File: src/cgi_pkg.sv
// Purpose: shared constants for the codec gpio block and its link controller
// Assumes: short serial frame carrying one register command and slot 12
// Notes:   device makes the link bit clock; controller follows it
// ==========================================================================
// Overview of operation
// [RULE_01] reference select: 0 half supply, 1 aux four
// [RULE_02] source field: 00 half/off, 01 aux1, 10 aux2
// [RULE_03] delayed low battery: no status, no interrupt
// [RULE_04] on expiry resample; set status only if active
// [RULE_05] delay code n selects 2^(12+n) frames
// [RULE_06] eight pin gpios, status and slot bits each
// [RULE_07] slot 12 out bits drive output pins
// [RULE_08] inputs reported in status and every slot 12
// [RULE_09] interrupt over link or level pin
// [RULE_10] pcm select takes pins 1,3,4,5 away
// [RULE_11] share bits 8:2 default gpio, 0 secondary
// [RULE_12] seven virtual inputs, never outputs; code has six, bit 13 reads 0
// [RULE_13] comparators at bits 14,15, valid when on
// [RULE_14] data available at bit 12 while converter active
// [RULE_15] direction: 0 output, 1 input; 9-15 inputs
// [RULE_16] polarity: 0 active low, 1 active high
// [RULE_17] sticky bit makes input latching
// [RULE_18] wakeup bit enables that bit's interrupt
// [RULE_19] status read current; write 0 clears latch
// [RULE_20] software scans status high to low, clears
// [RULE_21] released pins 4,6: data avail out or mask in
// [RULE_22] released pins 5,8 drive spdif when output
// [RULE_23] software disables reset function before gpio 7
// [RULE_24] interrupt is or of status and wakeup
package cgi_pkg;
  // ========================================================================
  // link framing
  localparam int FRAME_BITS    = 64;
  localparam int PAYLOAD_BITS  = 48;
  localparam int LINK_HALF_DEF = 4;
  localparam int CMD_VALID_POS = 47;
  localparam int CMD_READ_POS  = 46;
  localparam int CMD_ADDR_LO   = 39;
  localparam int CMD_WDATA_LO  = 23;
  localparam int CMD_GPIO_LO   = 7;
  localparam int RPY_VALID_POS = 47;
  localparam int RPY_RDATA_LO  = 31;
  localparam int RPY_GPIO_LO   = 15;
  localparam int RPY_IRQ_POS   = 11;
  // ========================================================================
  // device register map
  localparam logic [6:0] OFF_PCM_PIN_SELECT     = 7'h36;
  localparam logic [6:0] OFF_GPIO_DIRECTION     = 7'h4c;
  localparam logic [6:0] OFF_GPIO_POLARITY      = 7'h4e;
  localparam logic [6:0] OFF_GPIO_STICKY        = 7'h50;
  localparam logic [6:0] OFF_GPIO_WAKEUP        = 7'h52;
  localparam logic [6:0] OFF_GPIO_STATUS        = 7'h54;
  localparam logic [6:0] OFF_PIN_FUNCTION_SHARE = 7'h56;
  localparam logic [6:0] OFF_ALARM_CONTROL      = 7'h5a;
  localparam logic [6:0] OFF_COMPARATOR_CONFIG  = 7'h5c;
  localparam logic [15:0] RST_DIRECTION = 16'hffff;
  localparam logic [15:0] RST_POLARITY  = 16'hffff;
  localparam logic [15:0] RST_SHARE     = 16'h01fc;
  localparam logic [15:0] WR_DIRECTION  = 16'h01fe;
  localparam logic [15:0] WR_PCM        = 16'h8000;
  localparam logic [15:0] WR_SHARE      = 16'h01fc;
  localparam logic [15:0] WR_ALARM      = 16'he100;
  localparam logic [15:0] WR_COMPARATOR = 16'h0e00;
  localparam int PCM_SEL_BIT   = 15;
  localparam int DELAY_LO      = 13;
  localparam int RST_DIS_BIT   = 8;
  localparam int REF_SEL_BIT   = 11;
  localparam int SRC_SEL_LO    = 9;
  localparam int BIT_THERMAL   = 11;
  localparam int BIT_AUX_DATA  = 12;
  localparam int BIT_LOW_BATT  = 14;
  localparam int DELAY_BASE_DEF = 13;
  // ========================================================================
  // controller apb map
  localparam logic [7:0] APB_CMD      = 8'h00;
  localparam logic [7:0] APB_STATUS   = 8'h04;
  localparam logic [7:0] APB_GPIO_OUT = 8'h08;
  localparam logic [7:0] APB_GPIO_IN  = 8'h0c;
  localparam int CMD_READ_BIT = 24;
  localparam int CMD_ADDR_BIT = 16;
endpackage : cgi_pkg

File: src/cgi_link_if.sv
// Purpose: serial link between codec gpio block and controller
// Assumes: bit_clk made by the device end
// Notes:   all signals single-driver, no tristate
interface cgi_link_if;
  logic bit_clk;
  logic sync;
  logic sdo;
  logic sdi;
  modport dev (output bit_clk, output sdi, input sync, input sdo);
  modport ctl (input bit_clk, input sdi, output sync, output sdo);
endinterface : cgi_link_if

File: src/cgi_codec_gpio.sv
// Purpose: codec gpio, virtual gpio, status and interrupt logic with link
// Assumes: pins and analogue flags asynchronous; two-flop synchronised
// Notes:   gpio n sits at vector index n; index 0 unused
//
// Local design decision: the APB interface to the registers.
module cgi_codec_gpio #(
  parameter int DELAY_BASE = cgi_pkg::DELAY_BASE_DEF,
  parameter int LINK_HALF  = cgi_pkg::LINK_HALF_DEF
) (
  input  wire logic       sys_clk_i,
  input  wire logic       sys_rst_i,
  cgi_link_if.dev         link_if,
  input  wire logic [8:1] gpio_pin_i,
  output logic      [8:1] gpio_pin_o,
  output logic      [8:1] gpio_pin_oe_o,
  input  wire logic       mic_bias_current_detect_i,
  input  wire logic       mic_short_detect_i,
  input  wire logic       thermal_cutout_i,
  input  wire logic       thermal_polarity_i,
  input  wire logic       aux_data_available_i,
  input  wire logic       auxiliary_converter_active_i,
  input  wire logic       low_battery_comparator_i,
  input  wire logic       dead_battery_comparator_i,
  input  wire logic       dead_battery_on_i,
  input  wire logic [3:0] pcm_pin_out_i,
  input  wire logic       spdif_out_i,
  output logic            mask_o,
  output logic            external_reset_input_o,
  output logic            cmp_b_reference_select_o,
  output logic      [1:0] cmp_b_source_select_o,
  output logic            cmp_b_power_down_o,
  output logic            irq_o
);
  // ========================================================================
  // state
  typedef struct packed {
    logic [15:0] pcm;
    logic [15:0] dir;
    logic [15:0] pol;
    logic [15:0] sticky;
    logic [15:0] wake;
    logic [15:0] status;
    logic [15:0] share;
    logic [15:0] alarm;
    logic [15:0] cmp;
    logic [15:0] lvl;
    logic [15:0] s1;
    logic [15:0] s2;
    logic [5:0]  div;
    logic        bclk;
    logic [5:0]  rcnt;
    logic [47:0] rx;
    logic [47:0] tx;
    logic        rd_pend;
    logic [15:0] rd_data;
    logic [8:1]  pin_o;
    logic [8:1]  pin_oe;
    logic        mask;
    logic        ext_rst;
    logic        irq;
  } cgi_dev_type;
  cgi_dev_type st_q;
  cgi_dev_type st_d;

  logic        smp;
  logic        frame_tick;
  logic        sync_s;
  logic        sdo_s;
  logic [47:0] rx_new;
  logic        cmd_ok;
  logic        cmd_rd;
  logic [6:0]  cmd_addr;
  logic [15:0] cmd_wd;
  logic        cmp_b_on;
  logic [15:0] raw;
  logic [15:0] pol_eff;
  logic [15:0] act_pre;
  logic [15:0] act;
  logic [15:0] valid;
  logic [15:0] keep;
  logic [8:1]  owned;
  logic [8:1]  pcm_pin;
  logic [8:1]  sec_drv;
  logic [8:1]  sec_lvl;
  logic        low_conf;

  // ========================================================================
  // register read mux
  function automatic logic [15:0] reg_read(input cgi_dev_type s, input logic [6:0] a);
    logic [15:0] r;
    r = 16'h0000;
    case (a)
      cgi_pkg::OFF_PCM_PIN_SELECT:     r = s.pcm;
      cgi_pkg::OFF_GPIO_DIRECTION:     r = s.dir;
      cgi_pkg::OFF_GPIO_POLARITY:      r = s.pol;
      cgi_pkg::OFF_GPIO_STICKY:        r = s.sticky;
      cgi_pkg::OFF_GPIO_WAKEUP:        r = s.wake;
      cgi_pkg::OFF_GPIO_STATUS:        r = s.status; // [RULE_19]
      cgi_pkg::OFF_PIN_FUNCTION_SHARE: r = s.share;
      cgi_pkg::OFF_ALARM_CONTROL:      r = s.alarm;
      cgi_pkg::OFF_COMPARATOR_CONFIG:  r = s.cmp;
      default:                         r = 16'h0000;
    endcase
    return r;
  endfunction : reg_read

  // ========================================================================
  // low battery confirmation timer
  cgi_alarm_debounce #(
    .DELAY_BASE (DELAY_BASE)
  ) u_debounce (
    .sys_clk_i    (sys_clk_i),
    .sys_rst_i    (sys_rst_i),
    .frame_tick_i (frame_tick),
    .delay_sel_i  (st_q.alarm[cgi_pkg::DELAY_LO +: 3]),
    .cond_i       (act_pre[cgi_pkg::BIT_LOW_BATT] & cmp_b_on),
    .confirmed_o  (low_conf)
  );

  always_comb begin
    st_d = st_q;
    // synchronisers: pins, virtual sources, link inputs
    st_d.s1 = {dead_battery_comparator_i, low_battery_comparator_i, link_if.sdo,
               aux_data_available_i, thermal_cutout_i, mic_short_detect_i,
               mic_bias_current_detect_i, gpio_pin_i, link_if.sync};
    st_d.s2 = st_q.s1;
    sync_s  = st_q.s2[0];
    sdo_s   = st_q.s2[13];

    // bit clock divider; sample just before the rising edge
    smp = (st_q.div == 6'(LINK_HALF - 1)) && !st_q.bclk;
    if (st_q.div == 6'(LINK_HALF - 1)) begin
      st_d.div  = 6'h00;
      st_d.bclk = ~st_q.bclk;
    end else begin
      st_d.div = st_q.div + 6'h01;
    end

    // ======================================================================
    // comparator control
    cmp_b_on = st_q.cmp[cgi_pkg::REF_SEL_BIT]
             | (st_q.cmp[cgi_pkg::SRC_SEL_LO +: 2] != 2'b00); // [RULE_02]

    // ======================================================================
    // input status
    raw = {st_q.s2[15], st_q.s2[14], 1'b0, st_q.s2[12:9], st_q.s2[8:1], 1'b0}; // [RULE_12]
    pol_eff = st_q.pol;
    pol_eff[cgi_pkg::BIT_THERMAL] = thermal_polarity_i;
    act_pre = raw ~^ pol_eff; // [RULE_16]
    pcm_pin = st_q.pcm[cgi_pkg::PCM_SEL_BIT] ? 8'b0001_1101 : 8'h00; // [RULE_10]
    owned   = ~pcm_pin & {st_q.share[8:2], 1'b1}; // [RULE_11]
    valid   = {dead_battery_on_i, cmp_b_on, 1'b0, auxiliary_converter_active_i,
               3'b111, owned, 1'b0}; // [RULE_13] [RULE_14]
    act     = act_pre;
    if (st_q.alarm[cgi_pkg::DELAY_LO +: 3] != 3'h0) begin
      act[cgi_pkg::BIT_LOW_BATT] = low_conf; // [RULE_03] [RULE_04]
    end
    act = act & valid;

    // ======================================================================
    // link receive and transmit
    frame_tick = 1'b0;
    rx_new     = {st_q.rx[46:0], sdo_s};
    cmd_ok     = 1'b0;
    if (smp) begin
      if (sync_s) begin
        frame_tick   = 1'b1;
        st_d.rx      = rx_new;
        st_d.rcnt    = 6'h01;
        st_d.tx      = {st_q.rd_pend, st_q.rd_data, st_q.status, 3'b000,
                        st_q.irq, 11'h000}; // [RULE_08] [RULE_09]
        st_d.rd_pend = 1'b0;
      end else begin
        st_d.tx = {st_q.tx[46:0], 1'b0};
        if (st_q.rcnt != 6'h00 && st_q.rcnt < 6'(cgi_pkg::PAYLOAD_BITS)) begin
          st_d.rx   = rx_new;
          st_d.rcnt = st_q.rcnt + 6'h01;
          cmd_ok    = (st_q.rcnt == 6'(cgi_pkg::PAYLOAD_BITS - 1));
        end
      end
    end
    cmd_rd   = rx_new[cgi_pkg::CMD_READ_POS];
    cmd_addr = rx_new[cgi_pkg::CMD_ADDR_LO +: 7];
    cmd_wd   = rx_new[cgi_pkg::CMD_WDATA_LO +: 16];
    keep     = 16'hffff;
    if (cmd_ok) begin
      st_d.lvl = rx_new[cgi_pkg::CMD_GPIO_LO +: 16]; // [RULE_07]
    end
    if (cmd_ok && rx_new[cgi_pkg::CMD_VALID_POS]) begin
      if (cmd_rd) begin
        st_d.rd_data = reg_read(st_q, cmd_addr);
        st_d.rd_pend = 1'b1;
      end else begin
        case (cmd_addr)
          cgi_pkg::OFF_PCM_PIN_SELECT:
            st_d.pcm = cmd_wd & cgi_pkg::WR_PCM;
          cgi_pkg::OFF_GPIO_DIRECTION:
            st_d.dir = cmd_wd | ~cgi_pkg::WR_DIRECTION; // [RULE_15]
          cgi_pkg::OFF_GPIO_POLARITY:
            st_d.pol = cmd_wd;
          cgi_pkg::OFF_GPIO_STICKY:
            st_d.sticky = cmd_wd;
          cgi_pkg::OFF_GPIO_WAKEUP:
            st_d.wake = cmd_wd;
          cgi_pkg::OFF_GPIO_STATUS:
            keep = cmd_wd;
          cgi_pkg::OFF_PIN_FUNCTION_SHARE:
            st_d.share = cmd_wd & cgi_pkg::WR_SHARE;
          cgi_pkg::OFF_ALARM_CONTROL:
            st_d.alarm = cmd_wd & cgi_pkg::WR_ALARM;
          cgi_pkg::OFF_COMPARATOR_CONFIG:
            st_d.cmp = cmd_wd & cgi_pkg::WR_COMPARATOR;
          default: ;
        endcase
      end
    end
    // latched bits keep until written 0; a new event wins over the clear
    st_d.status = (st_q.status & keep & st_q.sticky) | act; // [RULE_17] [RULE_19] [RULE_06]
    st_d.irq    = |(st_q.status & st_q.wake); // [RULE_18] [RULE_24]

    // ======================================================================
    // pin drivers and secondary functions
    sec_drv = {~st_q.share[8], 1'b0, ~st_q.share[6], ~st_q.share[5],
               ~st_q.share[4], 1'b0, ~st_q.share[2], 1'b0}; // [RULE_22]
    sec_drv = (sec_drv & ~pcm_pin) | pcm_pin;
    sec_lvl = {spdif_out_i, 1'b0, st_q.s2[12], spdif_out_i, st_q.s2[12], // [RULE_21] [RULE_22]
               pcm_pin_out_i[1] & pcm_pin[3], st_q.irq, pcm_pin_out_i[0] & pcm_pin[1]};
    sec_lvl[5] = pcm_pin[5] ? pcm_pin_out_i[3] : spdif_out_i;
    sec_lvl[4] = pcm_pin[4] ? pcm_pin_out_i[2] : st_q.s2[12];
    st_d.pin_o  = (owned & st_q.lvl[8:1]) | (~owned & sec_lvl); // [RULE_07]
    st_d.pin_oe = ~st_q.dir[8:1] & (owned | sec_drv); // [RULE_15] [RULE_09]
    st_d.mask = (~owned[4] & ~pcm_pin[4] & st_q.dir[4] & st_q.s2[4])
              | (~owned[6] & st_q.dir[6] & st_q.s2[6]); // [RULE_21]
    st_d.ext_rst = ~st_q.s2[7] & ~st_q.alarm[cgi_pkg::RST_DIS_BIT]; // [RULE_23]
  end

  always_ff @(posedge sys_clk_i) begin
    if (sys_rst_i) begin
      st_q       <= '0;
      st_q.dir   <= cgi_pkg::RST_DIRECTION;
      st_q.pol   <= cgi_pkg::RST_POLARITY;
      st_q.share <= cgi_pkg::RST_SHARE;
    end else begin
      st_q <= st_d;
    end
  end

  // ========================================================================
  // outputs
  assign link_if.bit_clk          = st_q.bclk;
  assign link_if.sdi              = st_q.tx[47];
  assign gpio_pin_o               = st_q.pin_o;
  assign gpio_pin_oe_o            = st_q.pin_oe;
  assign mask_o                   = st_q.mask;
  assign external_reset_input_o   = st_q.ext_rst;
  assign cmp_b_reference_select_o = st_q.cmp[cgi_pkg::REF_SEL_BIT]; // [RULE_01]
  assign cmp_b_source_select_o    = st_q.cmp[cgi_pkg::SRC_SEL_LO +: 2]; // [RULE_02]
  assign cmp_b_power_down_o       = ~cmp_b_on;
  assign irq_o                    = st_q.irq; // [RULE_09]
endmodule : cgi_codec_gpio

File: src/cgi_alarm_debounce.sv
// Purpose: low battery alarm confirmation timer counted in link frames
// Assumes: frame_tick_i one pulse per frame, cond_i already synchronised
// Notes:   only used while delay_sel_i is nonzero
module cgi_alarm_debounce #(
  parameter int DELAY_BASE = cgi_pkg::DELAY_BASE_DEF
) (
  input  wire logic       sys_clk_i,
  input  wire logic       sys_rst_i,
  input  wire logic       frame_tick_i,
  input  wire logic [2:0] delay_sel_i,
  input  wire logic       cond_i,
  output logic            confirmed_o
);
  localparam int CW = DELAY_BASE + 7;
  typedef enum logic [1:0] {DB_IDLE = 2'b01, DB_RUN = 2'b10} cgi_db_state_type;
  typedef struct packed {
    cgi_db_state_type state;
    logic [CW-1:0]    cnt;
    logic             conf;
  } cgi_db_type;
  cgi_db_type st_q;
  cgi_db_type st_d;
  logic [CW-1:0] limit;

  always_comb begin
    st_d  = st_q;
    limit = CW'(1) << (DELAY_BASE - 1 + int'(delay_sel_i));
    case (st_q.state)
      DB_IDLE: begin
        if (!cond_i) begin
          st_d.conf = 1'b0;
        end else if (!st_q.conf && delay_sel_i != 3'h0) begin
          st_d.state = DB_RUN; // [RULE_03]
          st_d.cnt   = '0;
        end
      end
      DB_RUN: begin
        if (delay_sel_i == 3'h0) begin
          st_d.state = DB_IDLE;
        end else if (frame_tick_i) begin
          st_d.cnt = st_q.cnt + CW'(1);
          if (st_q.cnt + CW'(1) == limit) begin // [RULE_05]
            st_d.state = DB_IDLE;
            st_d.conf  = cond_i; // [RULE_04]
          end
        end
      end
      default: st_d.state = DB_IDLE;
    endcase
  end

  always_ff @(posedge sys_clk_i) begin
    if (sys_rst_i) begin
      st_q <= '{state: DB_IDLE, cnt: '0, conf: 1'b0};
    end else begin
      st_q <= st_d;
    end
  end

  assign confirmed_o = st_q.conf;
endmodule : cgi_alarm_debounce

File: src/flat_wrapper.sv
// flat-port wrapper written by rule: the top's interface ports become plain ports
module cgi_codec_gpio_flat 
#(
  parameter int DELAY_BASE = cgi_pkg::DELAY_BASE_DEF,
  parameter int LINK_HALF  = cgi_pkg::LINK_HALF_DEF
)
  (sys_clk_i, sys_rst_i, gpio_pin_i, gpio_pin_o, gpio_pin_oe_o, mic_bias_current_detect_i, mic_short_detect_i, thermal_cutout_i, thermal_polarity_i, aux_data_available_i, auxiliary_converter_active_i, low_battery_comparator_i, dead_battery_comparator_i, dead_battery_on_i, pcm_pin_out_i, spdif_out_i, mask_o, external_reset_input_o, cmp_b_reference_select_o, cmp_b_source_select_o, cmp_b_power_down_o, irq_o, link_if_bit_clk, link_if_sdi, link_if_sync, link_if_sdo);
  cgi_link_if link_if_i ();
  input  wire logic sys_clk_i;
  input  wire logic sys_rst_i;
  input  wire logic [8:1] gpio_pin_i;
  output logic      [8:1] gpio_pin_o;
  output logic      [8:1] gpio_pin_oe_o;
  input  wire logic mic_bias_current_detect_i;
  input  wire logic mic_short_detect_i;
  input  wire logic thermal_cutout_i;
  input  wire logic thermal_polarity_i;
  input  wire logic aux_data_available_i;
  input  wire logic auxiliary_converter_active_i;
  input  wire logic low_battery_comparator_i;
  input  wire logic dead_battery_comparator_i;
  input  wire logic dead_battery_on_i;
  input  wire logic [3:0] pcm_pin_out_i;
  input  wire logic spdif_out_i;
  output logic mask_o;
  output logic external_reset_input_o;
  output logic cmp_b_reference_select_o;
  output logic      [1:0] cmp_b_source_select_o;
  output logic cmp_b_power_down_o;
  output logic irq_o;
  output wire logic [$bits(link_if_i.bit_clk)-1:0] link_if_bit_clk;
  output wire logic [$bits(link_if_i.sdi)-1:0] link_if_sdi;
  input wire logic [$bits(link_if_i.sync)-1:0] link_if_sync;
  input wire logic [$bits(link_if_i.sdo)-1:0] link_if_sdo;
  assign link_if_bit_clk = link_if_i.bit_clk;
  assign link_if_sdi = link_if_i.sdi;
  assign link_if_i.sync = link_if_sync;
  assign link_if_i.sdo = link_if_sdo;
  cgi_codec_gpio #(.DELAY_BASE(DELAY_BASE), .LINK_HALF(LINK_HALF)) u_core (.sys_clk_i(sys_clk_i), .sys_rst_i(sys_rst_i), .link_if(link_if_i), .gpio_pin_i(gpio_pin_i), .gpio_pin_o(gpio_pin_o), .gpio_pin_oe_o(gpio_pin_oe_o), .mic_bias_current_detect_i(mic_bias_current_detect_i), .mic_short_detect_i(mic_short_detect_i), .thermal_cutout_i(thermal_cutout_i), .thermal_polarity_i(thermal_polarity_i), .aux_data_available_i(aux_data_available_i), .auxiliary_converter_active_i(auxiliary_converter_active_i), .low_battery_comparator_i(low_battery_comparator_i), .dead_battery_comparator_i(dead_battery_comparator_i), .dead_battery_on_i(dead_battery_on_i), .pcm_pin_out_i(pcm_pin_out_i), .spdif_out_i(spdif_out_i), .mask_o(mask_o), .external_reset_input_o(external_reset_input_o), .cmp_b_reference_select_o(cmp_b_reference_select_o), .cmp_b_source_select_o(cmp_b_source_select_o), .cmp_b_power_down_o(cmp_b_power_down_o), .irq_o(irq_o));
endmodule
File: config.mk
export PLATFORM = sky130hd
export DESIGN_NAME = cgi_codec_gpio_flat
export DESIGN_NICKNAME = d
export VERILOG_FILES = /design/src/cgi_pkg.sv /design/src/cgi_link_if.sv /design/src/cgi_codec_gpio.sv /design/src/cgi_alarm_debounce.sv /design/src/flat_wrapper.sv
export SDC_FILE = /design/constraint.sdc
export NUM_CORES = 1
export LEC_CHECK = 0
export ABC_AREA = 1
export BUFFER_PORTS_ARGS = -buffer_cell sky130_fd_sc_hd__buf_2
export CELL_PAD_IN_SITES_DETAIL_PLACEMENT = 0
export CELL_PAD_IN_SITES_GLOBAL_PLACEMENT = 1
export CORE_MARGIN = 5
export CORE_UTILIZATION = 40
export CTS_BUF_LIST = sky130_fd_sc_hd__clkbuf_4 sky130_fd_sc_hd__clkbuf_8
export DETAILED_ROUTE_END_ITERATION = 10
export PLACE_DENSITY = 0.78
export SKIP_CTS_REPAIR_TIMING = 1
export SYNTH_ARGS = -nofsm -noshare
export SYNTH_HDL_FRONTEND = slang
export SYNTH_SLANG_ARGS = --single-unit
File: constraint.sdc
create_clock -name sys_clk_i -period 1.94 [get_ports sys_clk_i]
set_clock_uncertainty 0.1 [all_clocks]
set_input_delay 0.194 -clock sys_clk_i [delete_from_list [all_inputs] [get_ports sys_clk_i]]
set_output_delay 0.194 -clock sys_clk_i [all_outputs]
set_load 0.02 [all_outputs]
==> results_tabular.tex, run 1 <==
\begin{tabular}{lr}
\hline
Metric & Value \\
\hline
\multicolumn{2}{l}{\textbf{Logic synthesis}} \\
Top cell type by total area after synthesis & dfxtp\_1 \\
Gate count after technology mapping & approximately 1600 \\
Number of unique standard cell types used by synthesis & 42 \\
Yosys warns & 0 \\
Most area-consuming cells after synthesis & dfxtp\_1 48\%, nand2\_1 11\%, o21ai\_0 6.6\%, a21oi\_1 6.1\%, nor2\_1 5.5\% \\
Most common flop cell mapped by yosys & dfxtp\_1 \\
Number of register bits inferred by synthesis & $\sim$280 \\
Share of flip-flops with an asynchronous set or reset after synthesis & 0 \\
Net count of the mapped netlist & roughly 1600 \\
Area of the mapped netlist & approximately 12000 um2 \\
Number of flops mapped to enable cells by yosys & 0 \\
Sequential-to-total area share from yosys stat & 0.482 \\
Synth top area share & 0.482 \\
Average cell area after synthesis & between 7 and 8 um2 \\
\multicolumn{2}{l}{\textbf{Hold path}} \\
Number of instances on the worst hold path & 4 \\
Worst Hold Class & primary input to register \\
\multicolumn{2}{l}{\textbf{Power}} \\
Net switching share of the total power & 0.239 \\
NetSw & 2870 uW \\
Clock network fraction of total power & 0.455 \\
Share of power burned in combinational logic & 0.046 \\
Total internal power & about 9200 uW \\
Pwr/cell area & between 700 and 800 nW/um2 \\
Power share of the sequential group & 0.499 \\
Worst ir drop on vdd & 0.000548 V \\
Reported leakage power & about 0.007 uW \\
\multicolumn{2}{l}{\textbf{Clock tree}} \\
CTS H-Tree Depth & 2 \\
Clock net sink count & roughly 280 \\
TritonCTS clock tree & done \\
Buffers from clock root to sink, at most & 3 \\
Inserted Clock Buffers & 48 \\
Worst skew pair latency & 600 ps \\
CTS root buffer & clkbuf\_8 \\
Register clock-pin slew on the reported worst setup and hold paths & $\sim$60 ps \\
\multicolumn{2}{l}{\textbf{Floorplan}} \\
Core Box Area & slightly below 30000 um2 \\
Die boundary height & about 180 um \\
Die footprint & approximately 33000 um2 \\
Starting utilization of the core area & 0.408 \\
Boundary Pins & 51 \\
Floorplan row count & 62 \\
Die X & around 180 um \\
\multicolumn{2}{l}{\textbf{Status}} \\
Violated checks & negative setup slack \\
Status & complete, but fails checks \\
\multicolumn{2}{l}{\textbf{Timing}} \\
Setup repair after global routing missed its margin & yes \\
Max Transition Viols Final & 0 \\
Max frequency & 0.480 GHz \\
Max transition margin & 0.711 \\
Final critical delay including setup and external delays & between 2000 and 2500 ps \\
Fin. Hold Viols & 0 \\
Post-route clock period utilization & 1.07 \\
Worst-margin pin slew & approximately 430 ps \\
Final-report setup violation count & between 80 and 90 \\
Post-route setup slack & -145 ps \\
\multicolumn{2}{l}{\textbf{Worst setup path}} \\
Data required time at the worst endpoint & approximately 2300 ps \\
Critical path launch point type & register \\
Register-to-register setup slack & -140 ps \\
Capturing instance or port of the critical path & u\_core.pol\_eff[9]\$\_SDFFE\_PP1P\_ \\
Worst-case reg-to-reg path depth & 11 \\
Reg2Reg Capture Point & u\_core.pol\_eff[9]\$\_SDFFE\_PP1P\_ \\
Startpoint of the worst setup timing path & u\_core.st\_q[142]\$\_SDFF\_PP0\_ \\
Sort of element at the end of the critical path & register \\
Critical path arrival & between 2000 and 2500 ps \\
Worst-path maximum fanout & 6 \\
Worst R2R Start & u\_core.st\_q[142]\$\_SDFF\_PP0\_ \\
CP Class & register to register \\
\multicolumn{2}{l}{\textbf{Drt}} \\
Per-cell via count in the routed design & around 5.2 \\
Starting DRC count in detailed routing & between 700 and 800 \\
Overall routed net length & between 30 and 40 mm \\
First drt pass iteration count & 5 \\
Final antenna-violating net count & 0 \\
Detailed-route wire length per cell & approximately 17 um \\
Detailed-route via count & $\sim$12000 \\
Remaining DRCs & 0 \\
\multicolumn{2}{l}{\textbf{Layout}} \\
Number of antenna repair diodes & 0 \\
Final nets & roughly 1800 \\
Area growth, synth to finish & 41.8\% \\
Layout filler cell count & about 2600 \\
Most frequent cells in the layout & 267 x nand2\_1, 267 x dfxtp\_1, 153 x nor2\_1 \\
Post-layout utilization of the core & 0.578 \\
Fraction of final layout cells with drive strength greater than 1 & 0.326 \\
\multicolumn{2}{l}{\textbf{GRT}} \\
Overall global routing resource usage & 0.196 \\
Global-route wire length before repair & between 50 and 60 mm \\
Largest net degree at the start of global routing & slightly below 80 \\
Total overflow reported by the global router & 0 \\
Vias in the first global route & just over 10000 \\
Initial antenna violation count & 0 \\
\multicolumn{2}{l}{\textbf{Place}} \\
Post-DP HPWL & $\sim$23 mm \\
Count of buffers from port buffering & 50 \\
Worst slack, placed & -230 ps \\
Final Wtd Congestion & between 0.8 and 0.9 \\
\multicolumn{2}{l}{\textbf{Flow run}} \\
Count of max-cap constraint violations & 0 \\
\hline
\end{tabular}
per-layer routing:
layer / up-vias / share of wire / GRT usage
li1: 5701 / - / -
met1: 5456 / 0.43 / 0.259
met2: 339 / 0.48 / 0.326
met3: 102 / 0.054 / 0.0318
met4: 0 / 0.036 / 0.0718
met5: - / 0 / 0
state kept, by name, indices dropped and copies added (netlist names):
signal	cells
u_core.cmd_addr	7
u_core.cmd_rd	1
u_core.cmd_wd	16
u_core.cmp_b_reference_select_o	1
u_core.cmp_b_source_select_o	2
u_core.external_reset_input_o	1
u_core.gpio_pin_o	8
u_core.gpio_pin_oe_o	8
u_core.irq_o	1
u_core.link_if.bit_clk	1
u_core.link_if.sdi	1
u_core.mask_o	1
u_core.pol_eff	15
u_core.raw	14
u_core.rx_new	24
u_core.st_d	16
u_core.st_q	143
u_core.u_debounce.confirmed_o	1
u_core.u_debounce.st_q	22
per-stage QoR:
stage | TNS, ps | total power [uW] | cells | hold WS [ps] | instance area, um2
after CTS | -11480 | 12100 | 2142 | -338 | 14300
after global routing | -14310 | 12500 | 2226 | 252 | 16700
after global placement | -6800 | 6580 | 2058 | 289 | 13400
final | -5070 | 12000 | 2226 | 241 | 16700
after floorplan | -1600 | 6410 | 1574 | 201 | 11800
after detailed placement | -10220 | 6590 | 2058 | 292 | 13400
power groups by stage:
stage               Sequential, uW  Clock (uW)  Combinational, uW
detailed placement            6130           0                460
finish                        6010        5480                552
global placement              6130           0                453
floorplan                     6110           0                300
CTS                           6000        5600                462
global route                  6020        5870                615
area by class of cell:
| cell class | instances | area (um2) | share of cell area |
|---|---|---|---|
| sequential | 283 | 5690 | 0.341 |
| clock inverter | 9 | 70.1 | 0.00420 |
| timing repair inverter | 3 | 22.5 | 0.00135 |
| tap | 384 | 480 | 0.0288 |
| clock buffer | 75 | 913 | 0.0548 |
| inverter | 154 | 622 | 0.0373 |
| timing repair buffer | 279 | 2670 | 0.160 |
| multi-input combinational | 1039 | 6210 | 0.372 |
cells in the mapped netlist, types with 13 or more instances:
cell type,n
o211ai_1,13
clkbuf_1,59
o211ai_2,16
nor2_1,172
buf_4,18
inv_1,149
a221oi_1,13
a31oi_1,37
dfxtp_1,283
o311ai_0,14
nand4_1,15
o21ai_0,156
nand2_1,330
nor3_1,18
nand3_1,61
a21oi_1,143
worst min path at each step:
stage	startpoint	endpoint
floorplan	link_if_sync	u_core.st_d[145]$_SDFF_PP0_
global placement	u_core.st_d[156]$_SDFF_PP0_	u_core.raw[11]$_SDFF_PP0_
detailed placement	u_core.st_d[153]$_SDFF_PP0_	u_core.raw[8]$_SDFF_PP0_
CTS	aux_data_available_i	u_core.st_d[157]$_SDFF_PP0_
global route	thermal_cutout_i	u_core.st_d[156]$_SDFF_PP0_
finish	link_if_sdo	u_core.st_d[158]$_SDFF_PP0_
logic make-up (layout without fill, tap and decap cells):
kind of cell	count (synthesis)	in the layout	share of synthesized area
fa+ha+maj	5	5	0.00532
xor+xnor	5	5	0.00372
compound gates	410	410	0.203
flops	283	283	0.482
buf+inv	252	520	0.0896
simple gates	619	619	0.216
worst max-delay path: stages, from the launching register on:
cell and delay [ps]:
dfxtp_2 320, nor3_2 180, nand3_2 140, nor2_4 150
nand2_2 100, nor2_4 120, nand2_4 80, buf_12 150
or2_4 310, clkbuf_16 200, nand2_4 50, o211ai_2 60
Power figures use the tool's default switching activity.
==> inputs of run 2 (changes only) <==
CELL_PAD_IN_SITES_DETAIL_PLACEMENT = not set   (was 0)
CELL_PAD_IN_SITES_GLOBAL_PLACEMENT = not set   (was 1)
PLACE_DENSITY = 0.62   (was 0.78)
==> run 2 against run 1 <==
Net effect: non-clock buffer count shrank 46; critical path depth grew 6; largest cell class unchanged; sequential share of layout area grew 0.95 points; highest routed layer unchanged; the flow still finishes with violations (negative setup slack); critical path type unchanged.
==> results_tabular.tex, run 2 (synthesis gave the netlist of run 1 again) <==
\begin{tabular}{lr}
\hline
Metric & Value \\
\hline
\multicolumn{2}{l}{\textbf{Place}} \\
Final Wtd Congestion & 0.857 (was 0.883) \\
Post-DP HPWL & 21.6 mm (was 23.1 mm) \\
Worst slack, placed & -193 ps (was -230 ps) \\
Inst Count DP & 2021 (was 2058) \\
Count of buffers from port buffering & 50 (unchanged) \\
Placed standard-cell area & 13100 um2 (was 13400 um2) \\
\multicolumn{2}{l}{\textbf{Timing}} \\
Post-route clock period utilization & 1.09 (was 1.07) \\
Fin. Hold Viols & 0 (unchanged) \\
Final critical delay including setup and external delays & 2110 ps (was 2080 ps) \\
Smallest hold slack & 76.6 ps (was 241 ps) \\
Worst-margin pin slew & 591 ps (was 434 ps) \\
Post-route setup slack & -170 ps (was -145 ps) \\
Max frequency & 0.474 GHz (was 0.480 GHz) \\
Final-report setup violation count & 85 (was 81) \\
Setup repair after global routing missed its margin & yes (unchanged) \\
Max Transition Viols Final & 0 (unchanged) \\
Max transition margin & 0.606 (was 0.711) \\
\multicolumn{2}{l}{\textbf{Worst setup path}} \\
Critical path launch point type & register (unchanged) \\
Sort of element at the end of the critical path & register (unchanged) \\
Worst-path maximum fanout & 4 (was 6) \\
Critical path arrival & 2440 ps (was 2450 ps) \\
CP Class & register to register (unchanged) \\
Data required time at the worst endpoint & 2270 ps (was 2300 ps) \\
\multicolumn{2}{l}{\textbf{Floorplan}} \\
Die boundary height & 181 um (unchanged) \\
Die X & 181 um (unchanged) \\
Core Box Area & 28900 um2 (unchanged) \\
Die footprint & 32900 um2 (unchanged) \\
Floorplan row count & 62 (unchanged) \\
Starting utilization of the core area & 0.408 (unchanged) \\
Boundary Pins & 51 (unchanged) \\
\multicolumn{2}{l}{\textbf{Clock tree}} \\
TritonCTS clock tree & done (unchanged) \\
Inserted Clock Buffers & 47 (was 48) \\
Clock net sink count & 283 (unchanged) \\
Buffers from clock root to sink, at most & 3 (unchanged) \\
Register clock-pin slew on the reported worst setup and hold paths & 60 ps (about the same) \\
CTS H-Tree Depth & 2 (unchanged) \\
CTS root buffer & clkbuf\_8 (unchanged) \\
Worst skew pair latency & 590 ps (was 600 ps) \\
\multicolumn{2}{l}{\textbf{GRT}} \\
Largest net degree at the start of global routing & 110 (was 77) \\
Overall global routing resource usage & 0.187 (was 0.196) \\
Global-route wire length before repair & 51.5 mm (was 53.7 mm) \\
Initial antenna violation count & 1 (was 0) \\
Vias in the first global route & 10200 (was 10400) \\
Total overflow reported by the global router & 0 (unchanged) \\
\multicolumn{2}{l}{\textbf{Status}} \\
Violated checks & negative setup slack (unchanged) \\
Status & complete, but fails checks (unchanged) \\
\multicolumn{2}{l}{\textbf{Layout}} \\
Most frequent standard cell in the layout excluding fill and tap cells & nand2\_1 \\
Layout filler cell count & 2650 (was 2621) \\
Summed area of non-filler cells in the final layout & 16200 um2 (was 16700 um2) \\
Number of antenna repair diodes & 0 (unchanged) \\
Post-layout utilization of the core & 0.562 (was 0.578) \\
Most frequent cells in the layout & 295 x nand2\_1, 266 x dfxtp\_1, 139 x inv\_1 (was 267 x nand2\_1, 267 x dfxtp\_1, 153 x nor2\_1) \\
Fraction of final layout cells with drive strength greater than 1 & 0.296 (was 0.326) \\
Flip-flop count of the largest register, all copies and words added & 143 (unchanged) \\
Area growth, synth to finish & 38.0\% (was 41.8\%) \\
Register with the most flip-flops & u\_core.st\_q (unchanged) \\
Final nets & 1791 (was 1839) \\
Non-Filler Instances & 2176 (was 2226) \\
\multicolumn{2}{l}{\textbf{Flow run}} \\
Count of max-cap constraint violations & 0 (unchanged) \\
\multicolumn{2}{l}{\textbf{Power}} \\
Reported leakage power & 0.00665 uW (was 0.00691 uW) \\
Pwr/cell area & 744 nW/um2 (was 722 nW/um2) \\
Worst ir drop on vdd & 0.000538 V (was 0.000548 V) \\
\multicolumn{2}{l}{\textbf{Drt}} \\
Overall routed net length & 37.9 mm (was 38.1 mm) \\
First drt pass iteration count & 5 (unchanged) \\
Starting DRC count in detailed routing & 847 (was 713) \\
Detailed-route via count & 11600 (about the same) \\
Per-cell via count in the routed design & 5.32 (was 5.21) \\
Remaining DRCs & 0 (unchanged) \\
Final antenna-violating net count & 0 (unchanged) \\
Detailed-route wire length per cell & 17.4 um (was 17.1 um) \\
\multicolumn{2}{l}{\textbf{Hold path}} \\
Worst Hold Class & primary input to register (unchanged) \\
\hline
\end{tabular}
==> run 2: path summary, 6_finish.rpt <==
path / slack [ps] / startpoint / end / cells after the start
max: -170 / u_core.u_debounce.st_q[2]$_SDFFE_PP0P_ / u_core.u_debounce.confirmed_o$_SDFFE_PP0P_ / 17
min: 80 / sys_rst_i / u_core.u_debounce.st_q[3]$_SDFFE_PP0P_ / 3
max reg2reg: -170 / u_core.u_debounce.st_q[2]$_SDFFE_PP0P_ / u_core.u_debounce.confirmed_o$_SDFFE_PP0P_ / 17
min reg2reg: 300 / u_core.st_d[158]$_SDFF_PP0_ / u_core.rx_new[0]$_SDFF_PP0_ / 2
==> run 2: power breakdown <==
| group | internal (uW) | total, uW | switching [uW] |
|---|---|---|---|
| Sequential | 5930 | 6010 | 81.1 |
| Combinational | 253 | 608 | 355 |
| Clock | 3060 | 5460 | 2410 |
| Total | 9240 | 12100 | 2840 |
==> run 2: area by class of cell <==
class	count	area, um2	share of cell area
inverter	154	618	0.0381
clock buffer	77	941	0.0580
timing repair buffer	233	2370	0.146
sequential	283	5690	0.351
tap	384	480	0.0296
clock inverter	4	37.5	0.00231
multi-input combinational	1041	6090	0.375
==> run 2: routing by layer <==
layer,up-vias,share of wire,GRT usage
met4,0,0.041,0.0730
met3,124,0.067,0.0378
met2,430,0.47,0.303
met5,-,0,0
li1,5605,-,-
met1,5412,0.43,0.245
==> run 2: metrics by stage <==
stage	total power [uW]	setup TNS, ps
global route	12500	-16550
floorplan	6410	-1600
global placement	6580	-10380
CTS	12000	-13950
detailed placement	6590	-14310
finish	12100	-5260
==> run 2: worst max-delay path: stages, from the launching register on <==
cell and delay [ps]:
dfxtp_4 370, ha_4 140, nand3_1 120, nor2_2 170, buf_4 140, nand3_1 60, nand2_1 80, nand2_1 80
nand2_1 60, nand2_1 40, nor2_1 70, nand2_1 60, nor2_1 90, nand2_1 90, nand2_1 100, nand3_1 70
nand2_1 80, a21oi_1 60
